**config.mk**
```make
export PLATFORM = sky130hd
export DESIGN_NAME = capture_channel
export DESIGN_NICKNAME = d
export VERILOG_FILES = /design/src/logic/capture_channel.v
export VERILOG_INCLUDE_DIRS = /design/src /design/src/logic
export SDC_FILE = /design/constraint.sdc
export NUM_CORES = 1
export LEC_CHECK = 0
export ABC_AREA = 1
export BUFFER_PORTS_ARGS = -buffer_cell sky130_fd_sc_hd__buf_2
export CAP_MARGIN = 0
export CORE_AREA = 2 2 118 120
export CTS_CLUSTER_DIAMETER = 150
export DETAILED_ROUTE_END_ITERATION = 10
export DIE_AREA = 0 0 120 122
export PLACE_DENSITY = 0.82
export SETUP_SLACK_MARGIN = 0.02
export SLEW_MARGIN = 20
export SYNTH_ARGS = -nofsm -noshare
export SYNTH_HDL_FRONTEND = slang
export SYNTH_SLANG_ARGS = --single-unit
```
**constraint.sdc**
```tcl
create_clock -name clk_sys_in -period 2.2 [get_ports clk_sys_in]
set_input_delay 0.11 -clock clk_sys_in [delete_from_list [all_inputs] [get_ports clk_sys_in]]
set_output_delay 0.11 -clock clk_sys_in [all_outputs]
set_load 0.01 [all_outputs]
```
**src/logic/capture_map.vh**
```
// register offsets, field positions, reset values and codes for the
// input capture channel; included by the capture channel design file
`ifndef CAPTURE_MAP_VH
`define CAPTURE_MAP_VH

`define OFS_CTRL_ONE      4'h0
`define OFS_CTRL_TWO      4'h4
`define OFS_CAPTURE_DATA  4'h8
`define OFS_IRQ_STATUS    4'hC

`define CTRL_TWO_RESET    16'h000D
`define CTRL_TWO_WMASK    16'h01DF
`define BIT_CASCADE       8
`define BIT_TRIG_SEL      7
`define BIT_TRIG_STAT     6

`define MODE_OFF          3'h0
`define MODE_BOTH         3'h1
`define MODE_FALL         3'h2
`define MODE_RISE         3'h3
`define MODE_DIV4         3'h4
`define MODE_DIV16        3'h5
`define MODE_DISABLED     3'h6
`define MODE_WAKE         3'h7

`define SRC_CAP_FIRST     5'h14
`define SRC_CAP_LAST      5'h17

`define IRQ_CAPTURE       0
`define IRQ_TRIGGER       1
`define IRQ_WAKE          2
`define IRQ_MASK_OFS      4'h0

`define BUF_DEPTH         4
`endif

```
**src/logic/capture_channel.v**
```verilog
// one input capture channel with mode decode, capture buffer and
// the second control register, behind an AXI4-Lite register slave.
// assumes all inputs are synchronous to clk_sys_in.
//
// The placing of the registers and register access over AXI4-Lite were left to the implementer.
`timescale 1ns/1ps
`include "capture_map.vh"

// What this block does
// mode 111 only flags rising edges as interrupt while sleeping or idle.
// mode 110 disables the channel; no captures happen.
// mode 101 captures every 16th rising edge, 100 every 4th.
// mode 011 captures each rising edge, 010 each falling edge.
// mode 001 captures on every edge, rising and falling.
// buffer status reads 1 while a captured value remains, else 0.
// the input comes from a remappable pin chosen by pin selection.
// cascade bit at 8, read/write, reset 0; bits 15-9 read zero.
// trigger status bit 6 read/write, reset 0, hardware settable; bit 5 zero.
// trigger/sync select at bit 7, read/write, reset 0.
// sync source bits 4-0, read/write, reset 01101.
// hardware sets trigger status on source event while running; clear holds timer.
// select 1 triggers from chosen source, 0 synchronises to it.
// cascade in both paired channels makes one 32-bit unit.
// codes 10100-10111 pick the other capture channels; reserved pick nothing.
// mode 000 turns the channel off and clears its prescaler.
module capture_channel
(
    // clock and reset
    input  wire        clk_sys_in,
    input  wire        arst_n_in,
    // pins and system events
    input  wire [7:0]  remappable_pin_in,
    input  wire [2:0]  pin_select_in,
    input  wire        sleep_idle_in,
    input  wire [31:0] sync_events_in,
    input  wire        partner_cascade_in,
    input  wire [15:0] timebase_in,
    // timebase control and interrupt
    output reg         timer_hold_out,
    output reg         timer_sync_out,
    output reg         cascade_active_out,
    output reg         irq_out,
    // axi4-lite write address
    input  wire [3:0]  s_axi_awaddr,
    input  wire        s_axi_awvalid,
    output reg         s_axi_awready,
    // axi4-lite write data
    input  wire [31:0] s_axi_wdata,
    input  wire [3:0]  s_axi_wstrb,
    input  wire        s_axi_wvalid,
    output reg         s_axi_wready,
    // axi4-lite write response
    output reg  [1:0]  s_axi_bresp,
    output reg         s_axi_bvalid,
    input  wire        s_axi_bready,
    // axi4-lite read
    input  wire [3:0]  s_axi_araddr,
    input  wire        s_axi_arvalid,
    output reg         s_axi_arready,
    output reg  [31:0] s_axi_rdata,
    output reg  [1:0]  s_axi_rresp,
    output reg         s_axi_rvalid,
    input  wire        s_axi_rready
);

    reg  [2:0]  capture_mode_sel_reg;
    reg  [15:0] ctrl_two_reg;
    reg  [2:0]  irq_status_reg;
    reg  [2:0]  irq_mask_reg;
    reg         pin_prev_reg;
    reg  [3:0]  prescale_reg;
    reg  [15:0] buf_mem [0:`BUF_DEPTH-1];
    reg  [1:0]  wr_ptr_reg;
    reg  [1:0]  rd_ptr_reg;
    reg  [2:0]  count_reg;
    reg         overflow_reg;
    reg  [3:0]  aw_addr_reg;
    reg         aw_have_reg;
    reg  [31:0] w_data_reg;
    reg  [3:0]  w_strb_reg;
    reg         w_have_reg;
    reg  [15:0] ctrl_two_next;
    reg  [2:0]  irq_status_next;
    reg         capture_event;
    reg  [31:0] rdata_next;
    reg         read_pops;

    wire        cascade_wide_enable  = ctrl_two_reg[`BIT_CASCADE];
    wire        trigger_or_sync_sel  = ctrl_two_reg[`BIT_TRIG_SEL];
    wire        trigger_status_flag  = ctrl_two_reg[`BIT_TRIG_STAT];
    wire [4:0]  sync_source_sel      = ctrl_two_reg[4:0];
    wire        capture_input = remappable_pin_in[pin_select_in];
    wire        rise = capture_input & ~pin_prev_reg;
    wire        fall = ~capture_input & pin_prev_reg;
    wire        buffer_not_empty_flag = (count_reg != 3'h0);
    wire        buf_full = (count_reg == `BUF_DEPTH);
    wire        src_reserved = (sync_source_sel >= 5'h1D) ||
                               (sync_source_sel >= 5'h10 &&
                                sync_source_sel <= 5'h13) ||
                               (sync_source_sel >= 5'h07 &&
                                sync_source_sel <= 5'h09);
    // reserved codes select nothing; capture codes are ordinary inputs
    wire        src_event = src_reserved ? 1'b0 :
                            sync_events_in[sync_source_sel];
    wire        aw_go = aw_have_reg & w_have_reg & ~s_axi_bvalid;
    wire        ar_go = s_axi_arvalid & s_axi_arready;

    // mode decode and prescaler
    always @*
    begin
        capture_event = 1'b0;
        case (capture_mode_sel_reg)
            `MODE_BOTH:  capture_event = rise | fall;
            `MODE_FALL:  capture_event = fall;
            `MODE_RISE:  capture_event = rise;
            `MODE_DIV4:  capture_event = rise & (prescale_reg[1:0] == 2'h3);
            `MODE_DIV16: capture_event = rise & (prescale_reg == 4'hF);
            `MODE_DISABLED: capture_event = 1'b0;
            `MODE_WAKE:  capture_event = 1'b0;
            default:     capture_event = 1'b0;
        endcase
    end

    always @(posedge clk_sys_in or negedge arst_n_in)
    begin
        if (!arst_n_in)
        begin
            pin_prev_reg <= 1'b0;
            prescale_reg <= 4'h0;
        end
        else
        begin
            pin_prev_reg <= capture_input;
            if (capture_mode_sel_reg == `MODE_OFF)
                prescale_reg <= 4'h0;
            else if (rise && (capture_mode_sel_reg == `MODE_DIV4 ||
                              capture_mode_sel_reg == `MODE_DIV16))
                prescale_reg <= prescale_reg + 4'h1;
        end
    end

    // capture buffer; a full buffer drops new captures and flags overflow
    always @(posedge clk_sys_in or negedge arst_n_in)
    begin
        if (!arst_n_in)
        begin
            wr_ptr_reg   <= 2'h0;
            rd_ptr_reg   <= 2'h0;
            count_reg    <= 3'h0;
            overflow_reg <= 1'b0;
        end
        else
        begin
            if (capture_mode_sel_reg == `MODE_OFF)
            begin
                wr_ptr_reg   <= 2'h0;
                rd_ptr_reg   <= 2'h0;
                count_reg    <= 3'h0;
                overflow_reg <= 1'b0;
            end
            else
            begin
                if (capture_event && !buf_full)
                    wr_ptr_reg <= wr_ptr_reg + 2'h1;
                if (capture_event && buf_full)
                    overflow_reg <= 1'b1;
                if (read_pops)
                    rd_ptr_reg <= rd_ptr_reg + 2'h1;
                count_reg <= count_reg
                    + {2'h0, capture_event & ~buf_full}
                    - {2'h0, read_pops};
            end
        end
    end

    always @(posedge clk_sys_in)
    begin
        if (capture_event && !buf_full)
            buf_mem[wr_ptr_reg] <= timebase_in;
    end

    // second control register and interrupt status, set wins over clear
    always @*
    begin
        ctrl_two_next   = ctrl_two_reg;
        irq_status_next = irq_status_reg;
        if (aw_go && aw_addr_reg == `OFS_CTRL_TWO)
        begin
            if (w_strb_reg[0])
                ctrl_two_next[7:0] = w_data_reg[7:0];
            if (w_strb_reg[1])
                ctrl_two_next[15:8] = w_data_reg[15:8];
            ctrl_two_next = ctrl_two_next & `CTRL_TWO_WMASK;
        end
        if (aw_go && aw_addr_reg == `OFS_IRQ_STATUS && w_strb_reg[0])
            irq_status_next = irq_status_reg & ~w_data_reg[2:0];
        if (src_event && trigger_or_sync_sel &&
            capture_mode_sel_reg != `MODE_WAKE)
            ctrl_two_next[`BIT_TRIG_STAT] = 1'b1;
        if (capture_event)
            irq_status_next[`IRQ_CAPTURE] = 1'b1;
        if (src_event && trigger_or_sync_sel && !trigger_status_flag)
            irq_status_next[`IRQ_TRIGGER] = 1'b1;
        if (capture_mode_sel_reg == `MODE_WAKE && sleep_idle_in && rise)
            irq_status_next[`IRQ_WAKE] = 1'b1;
    end

    always @(posedge clk_sys_in or negedge arst_n_in)
    begin
        if (!arst_n_in)
        begin
            ctrl_two_reg         <= `CTRL_TWO_RESET;
            irq_status_reg       <= 3'h0;
            irq_mask_reg         <= 3'h0;
            capture_mode_sel_reg <= `MODE_OFF;
            timer_hold_out       <= 1'b1;
            timer_sync_out       <= 1'b0;
            cascade_active_out   <= 1'b0;
            irq_out              <= 1'b0;
        end
        else
        begin
            ctrl_two_reg   <= ctrl_two_next;
            irq_status_reg <= irq_status_next;
            if (aw_go && aw_addr_reg == `OFS_CTRL_ONE)
            begin
                if (w_strb_reg[0])
                    capture_mode_sel_reg <= w_data_reg[2:0];
                if (w_strb_reg[1])
                    irq_mask_reg <= w_data_reg[10:8];
            end
            // trigger mode holds timer while status clear; wake ignores
            timer_hold_out <= trigger_or_sync_sel &
                              ~ctrl_two_next[`BIT_TRIG_STAT] &
                              (capture_mode_sel_reg != `MODE_WAKE);
            timer_sync_out <= ~trigger_or_sync_sel & src_event &
                              (capture_mode_sel_reg != `MODE_WAKE);
            cascade_active_out <= cascade_wide_enable &
                                  partner_cascade_in;
            irq_out <= |(irq_status_next & irq_mask_reg);
        end
    end

    // axi4-lite slave; address and data accepted in either order
    always @*
    begin
        rdata_next = 32'h0000_0000;
        read_pops  = 1'b0;
        case (s_axi_araddr)
            `OFS_CTRL_ONE:
                rdata_next = {21'h0, irq_mask_reg, 3'h0, overflow_reg,
                              buffer_not_empty_flag, capture_mode_sel_reg};
            `OFS_CTRL_TWO:
                rdata_next = {16'h0, ctrl_two_reg};
            `OFS_CAPTURE_DATA:
            begin
                rdata_next = {16'h0, buf_mem[rd_ptr_reg]};
                read_pops  = ar_go & buffer_not_empty_flag;
            end
            `OFS_IRQ_STATUS:
                rdata_next = {29'h0, irq_status_reg};
            default:
                rdata_next = 32'h0000_0000;
        endcase
    end

    always @(posedge clk_sys_in or negedge arst_n_in)
    begin
        if (!arst_n_in)
        begin
            s_axi_awready <= 1'b0;
            s_axi_wready  <= 1'b0;
            s_axi_bvalid  <= 1'b0;
            s_axi_bresp   <= 2'h0;
            s_axi_arready <= 1'b0;
            s_axi_rvalid  <= 1'b0;
            s_axi_rresp   <= 2'h0;
            s_axi_rdata   <= 32'h0000_0000;
            aw_have_reg   <= 1'b0;
            w_have_reg    <= 1'b0;
            aw_addr_reg   <= 4'h0;
            w_data_reg    <= 32'h0000_0000;
            w_strb_reg    <= 4'h0;
        end
        else
        begin
            s_axi_awready <= ~aw_have_reg & ~s_axi_awready & ~aw_go;
            s_axi_wready  <= ~w_have_reg & ~s_axi_wready & ~aw_go;
            if (s_axi_awvalid && s_axi_awready)
            begin
                aw_have_reg   <= 1'b1;
                aw_addr_reg   <= s_axi_awaddr;
                s_axi_awready <= 1'b0;
            end
            if (s_axi_wvalid && s_axi_wready)
            begin
                w_have_reg   <= 1'b1;
                w_data_reg   <= s_axi_wdata;
                w_strb_reg   <= s_axi_wstrb;
                s_axi_wready <= 1'b0;
            end
            if (aw_go)
            begin
                aw_have_reg  <= 1'b0;
                w_have_reg   <= 1'b0;
                s_axi_bvalid <= 1'b1;
                s_axi_bresp  <= (aw_addr_reg == `OFS_CAPTURE_DATA) ?
                                2'h0 : 2'h0;
            end
            else if (s_axi_bvalid && s_axi_bready)
                s_axi_bvalid <= 1'b0;
            s_axi_arready <= ~s_axi_arready & ~s_axi_rvalid &
                             s_axi_arvalid;
            if (ar_go)
            begin
                s_axi_rvalid <= 1'b1;
                s_axi_rdata  <= rdata_next;
                s_axi_rresp  <= 2'h0;
            end
            else if (s_axi_rvalid && s_axi_rready)
                s_axi_rvalid <= 1'b0;
        end
    end

endmodule

```
* Yosys cells after proc, flatten, opt, wreduce, memory -nomap -nowiden
Memories as Yosys holds them, arrays and structs flattened.
Cells that the tools add are included.
Widths: inputs -> output; s select.
** Word-level totals
- Flip-flop bits (word level) :: 90
- Bits in latches :: 0
- Bits in writable memories :: 64
- ROM bits :: 0
- Input port bits :: 112
- Output and inout bits :: 45
- Memories kept :: 1
** Cells by class
- Add/subtract/negate cells :: 5
- Multiply operators :: 0
- Divide/modulo/power cells :: 0
- Order comparisons :: 7
- Equality and inequality tests :: 15
- Shift operators :: 0
- Multiplexer cells :: 36
- Bitwise gates (word level) :: 37
- Reductions and logical operators :: 40
** Memory list
- buf_mem :: words 4, bits a word 16, rd ports 1, clocked after Yosys merged registers in 0, write ports 1, line capture_channel.v:72 : reg [15:0] buf_mem [0:`BUF_DEPTH-1];
** Operator list (count)
- $pmux 16 s4 :: 1
- $mux 1 :: 22
- $and 1x1->1 :: 20
- $logic_and 1x1->1 :: 18
- $eq 4x4->1 const B :: 4
- $reduce_bool 2->1 :: 8
- $mux 7 :: 2
- $not 1->1 :: 13
- $eq 3x3->1 const B :: 4
- $ge 5x5->1 const B :: 2
- $eq 4x3->1 const B :: 2
- $logic_not 4->1 :: 2
- $mux 2 :: 4
- $mux 4 :: 2
- $reduce_and 2->1 :: 4
- $and 3x3->3 :: 2
- $eq 3x2->1 const B :: 2
- $lt 5x6->1 const B :: 1
- $mux 3 :: 2
- $bmux 1 s5 :: 1
- $ge 5x3->1 const B :: 1
- $le 5x4->1 const B :: 1
- $le 5x5->1 const B :: 1
- $pmux 1 s5 :: 1
- 16 further kinds :: 20

* Longest topological paths before layout
- Depth in word-level cells :: 11
- Mapped depth :: 19
- Mapped depth without buffers :: 19

* Worst setup path after synthesis
OpenSTA, ideal clock, no wires.
- Kind :: input to register
- From :: input pin_select_in[0]
- To :: register count_reg[2]
- Library setup time :: 0.141 ns
- Data arrival time :: 2.489 ns
- Required time :: 2.059 ns
- Setup slack :: -0.429 ns
- Stages :: 18
- Buffers on the path :: 0
- Cell sequence :: inv_1 -> nor2_1 -> o32ai_1 -> inv_1 -> o21ai_0 -> ha_1 -> nand3_4 -> nor2_4 -> nand2_1 -> nand2_2 -> nand3_4 -> ha_1 -> inv_1 -> ha_1 -> inv_1 -> fa_1 -> xor2_1 -> nor2_1
** Between the ends
- Cells in the longest elaborated chain, start to end :: 10
** RTL lines
- from (decl) :: line capture_channel.v:33 : input wire [2:0] pin_select_in,
- $bmux 1 s3 * :: line capture_channel.v:92 : wire capture_input = remappable_pin_in[pin_select_in];
- $mux 1 (implied by the code) * :: line capture_channel.v:92
- via capture_input :: line capture_channel.v:92
- $not 1->1 :: line capture_channel.v:94 : wire fall = ~capture_input & pin_prev_reg;
- $and 1x1->1 :: line capture_channel.v:94
- $or 1x1->1 :: line capture_channel.v:113 : `MODE_BOTH: capture_event = rise | fall;
- $pmux 1 s5 * :: line capture_channel.v:112 : case (capture_mode_sel_reg)
- $and 1x1->1 * :: line capture_channel.v:170 : + {2'h0, capture_event & ~buf_full}
- $add 3x1->3 * :: line capture_channel.v:170
- $sub 3x1->3 * :: line capture_channel.v:171 : - {2'h0, read_pops};
- $mux 3 * :: line capture_channel.v:154 : if (capture_mode_sel_reg == `MODE_OFF)
- to (signal assigned) :: line capture_channel.v:169 : count_reg <= count_reg
- to (decl) :: line capture_channel.v:75 : reg [2:0] count_reg;
The timed path passes the listed nets; every way through them passes the cells marked *. The select of a mux whose other input is x is not followed.
A chain may end at the register's enable or synchronous reset.

* Worst setup path after layout
- From :: register pin_prev_reg
- To :: register count_reg[1]
** Between the ends
- Cells in the longest elaborated chain, start to end :: 8
** RTL lines
- from (decl) :: line capture_channel.v:70 : reg pin_prev_reg;
- from (signal assigned) :: line capture_channel.v:133 : pin_prev_reg <= capture_input;
- $not 1->1 :: line capture_channel.v:93 : wire rise = capture_input & ~pin_prev_reg;
- $and 1x1->1 :: line capture_channel.v:93
- $and 1x1->1 (tied with other cells) :: line capture_channel.v:117 : `MODE_DIV16: capture_event = rise & (prescale_reg == 4'hF);
- $pmux 1 s5 * :: line capture_channel.v:112
- $and 1x1->1 * :: line capture_channel.v:170
- $add 3x1->3 * :: line capture_channel.v:170
- $sub 3x1->3 * :: line capture_channel.v:171
- $mux 3 * :: line capture_channel.v:154
Mark *: on every way between the ends. The rest lies on a longest branch, timed or not.

==> impl_metrics.json <==
{
  "stdcell_area_mm2": 0.008177,
  "wl_met2_um": 7549,
  "cts_buffers": 17,
  "dr.pass1.iters": 5,
  "status": "finished, final reports clean",
  "cts_tree": "yes",
  "yosysTopAreaCellShare": 0.3066,
  "synth_cell_type_count": 43,
  "portBuffers": 110,
  "die_w_um": 120,
  "initial_core_util": 0.4641,
  "clk_pin_slew_ns": 0.06,
  "grt_pass1_vias": 5043,
  "synth-edff-count": 64,
  "whs_ns": 0.03433,
  "rsz0062_at_grt": "yes",
  "required_ns": 2.53,
  "yosysSeqAreaShare": 0.5989,
  "crit_type": "flip-flop to flip-flop",
  "yosys.area.top_type": "edfxtp_1",
  "peakVddDrop_mv": 0.5281,
  "core_area_mm2": 0.01350,
  "syn_inst": 656,
  "setup_viol": 0,
  "maxCapViolations": 0,
  "wl_met3_um": 1059,
  "globalplace.congestion": 0.8161,
  "clock_sinks": 137,
  "overflow": 0,
  "leakagePower_nw": 3.748,
  "fin_crit_ns": 2.158,
  "synth_flop_cell": "dfrtp_1",
  "grtUsageTotal": 0.2062,
  "synth.cell_area_mm2": 0.006267,
  "vias": 5066,
  "die-area_mm2": 0.01464,
  "fmax_ghz": 0.4635,
  "fill_cells": 1107,
  "post-dp-hpwl_um": 9919,
  "layout.nets": 956,
  "ys_warn_count": 0,
  "min_path_type": "primary input to flip-flop",
  "slew_violations": 0,
  "start_kind": "flip-flop",
  "routed.top_layer": "met4",
  "power.total_mw": 8.020,
  "die_h_um": 122,
  "clockBufferDepth": 2,
  "crit_fanout": 2,
  "drt-wirelength-per-cell_um": 14.21,
  "slew_headroom": 0.4058,
  "drive_gt1_frac": 0.2550,
  "arrival_ns": 2.49,
  "grt_max_degree": 74,
  "worst_pin_slew_ns": 0.8912,
  "utilization": 0.6055,
  "dpl-instance-area_mm2": 0.007138,
  "pwr_density_cell_mw_per_mm2": 980.9,
  "io_pins": 157,
  "yosysMostFrequentCell": "nand2_1",
  "syn_area_per_cell_um2": 9.554,
  "antenna_found_initial": 0,
  "r2r_cells": 14,
  "via_per_inst": 4.933,
  "ys_seq_elements": 137,
  "endpoint_kind": "flip-flop",
  "largest_reg_flops": 64,
  "clock_skew_ns": 0.006125,
  "grt_first_pass_wirelength_um": 23630,
  "met1_length_um": 5841,
  "htreeDepth": 4,
  "ant_nets": 0,
  "async_flop_share": 0.5328,
  "hold_depth": 3,
  "clk_root_buffer_cell": "clkbuf_16",
  "setup-tns-final_ns": 0,
  "clock_latency_ns": 0.40,
  "synthTopCellsByCount": "nand2_1 (173), dfrtp_1 (69), inv_1 (69)",
  "synth_area_leaders": "edfxtp_1 (31%), dfrtp_1 (28%), nand2_1 (10%)",
  "drt_iter0_drc": 389,
  "drt_wl_total_um": 14600,
  "n_antenna_cell": 0,
  "area_delta_synth_final_pct": 30.47,
  "rows": 43,
  "period_share": 0.9808,
  "drc_errors": 0,
  "finalHoldViolations": 0
}
==> stage by stage <==
| step | setup WS, ns | std cells |
|---|---|---|
| final | 0.04231 | 1027 |
| after global routing | -0.06208 | 1027 |
| after global placement | -0.5127 | 955 |
| after CTS | 0.02740 | 1025 |
| after floorplan | -0.2704 | 675 |
| after detailed placement | -0.6088 | 955 |
==> worst paths after layout <==
kind | from | to | slack [ns]
setup / recovery | pin_prev_reg | count_reg[1] | 0.04
hold / removal | sleep_idle_in | irq_status_reg[2] | 0.03
setup reg to reg | pin_prev_reg | count_reg[1] | 0.04
hold reg to reg | aw_have_reg | s_axi_awready | 0.45
max in group asynchronous | arst_n_in | w_data_reg[3] | 1.24
min in group asynchronous | arst_n_in | s_axi_rdata[3] | 0.38
==> layout by cell type (no fill, tap or decap), types with 6 or more instances in the layout <==
cell type,count
nand2_2,10
edfxtp_1,64
a32o_1,6
nor2_2,6
ha_1,6
dfrtp_1,69
a21oi_1,26
nand3_1,32
o21ai_0,65
conb_1,20
buf_2,107
inv_2,6
clkbuf_16,17
nand2_1,170
nor2_1,41
inv_6,7
buf_4,27
o22ai_1,7
dlygate4sd3_1,38
inv_1,65
==> where the power goes <==
group          switching (mW)  internal, mW
Combinational            1.15         0.713
Sequential              0.299          3.17
Clock                    1.11          1.57
Total                    2.56          5.46
==> layer usage <==
layer  vias up  track usage
met5         -            0
met4         0      0.05809
met3        14      0.04120
met2       215       0.3665
met1      2348       0.2564
li1       2489            -
==> timing repair <==
item                                    in CTS  in global routing
hold buffers                                38                  0
hold endpoints to repair                   153                  0
pin swaps                                    6                  6
endpoints found under the setup margin       2                 18
buffers inserted                             0                  2
resized for setup                            5                 15
==> cells by family (layout without fill, tap and decap cells) <==
logic type | count (synthesis) | in the layout | share of synthesized area
buf+inv | 111 | 283 | 0.08225
simple gates | 273 | 273 | 0.1851
compound gates | 122 | 122 | 0.1092
fa+ha+maj | 10 | 10 | 0.02116
other cells | 1 | 20 | 0.0005983
flops | 137 | 137 | 0.5989
xor+xnor | 2 | 2 | 0.002795
==> critical path, cell delays in order (launching register included) <==
cell and delay [ns]:
dfrtp_1 0.39, inv_2 0.08, ha_4 0.20, nand2_2 0.06, nand2_2 0.05, nand2_2 0.06, o21ai_2 0.05, nand2_2 0.08
nand3_4 0.07, ha_4 0.27, inv_2 0.04, ha_4 0.14, inv_2 0.05, fa_2 0.42, nor2_2 0.12
==> area by class of cell <==
type,instances,area [µm²],share of cell area
sequential,137,3754,0.4591
timing repair buffer,176,1181,0.1445
clock buffer,17,425.4,0.05203
multi-input combinational,427,2157,0.2638
inverter,75,295.3,0.03611
clock inverter,15,138.9,0.01699
tap,180,225.2,0.02754
Note: power is estimated with default switching activity, not from simulation.
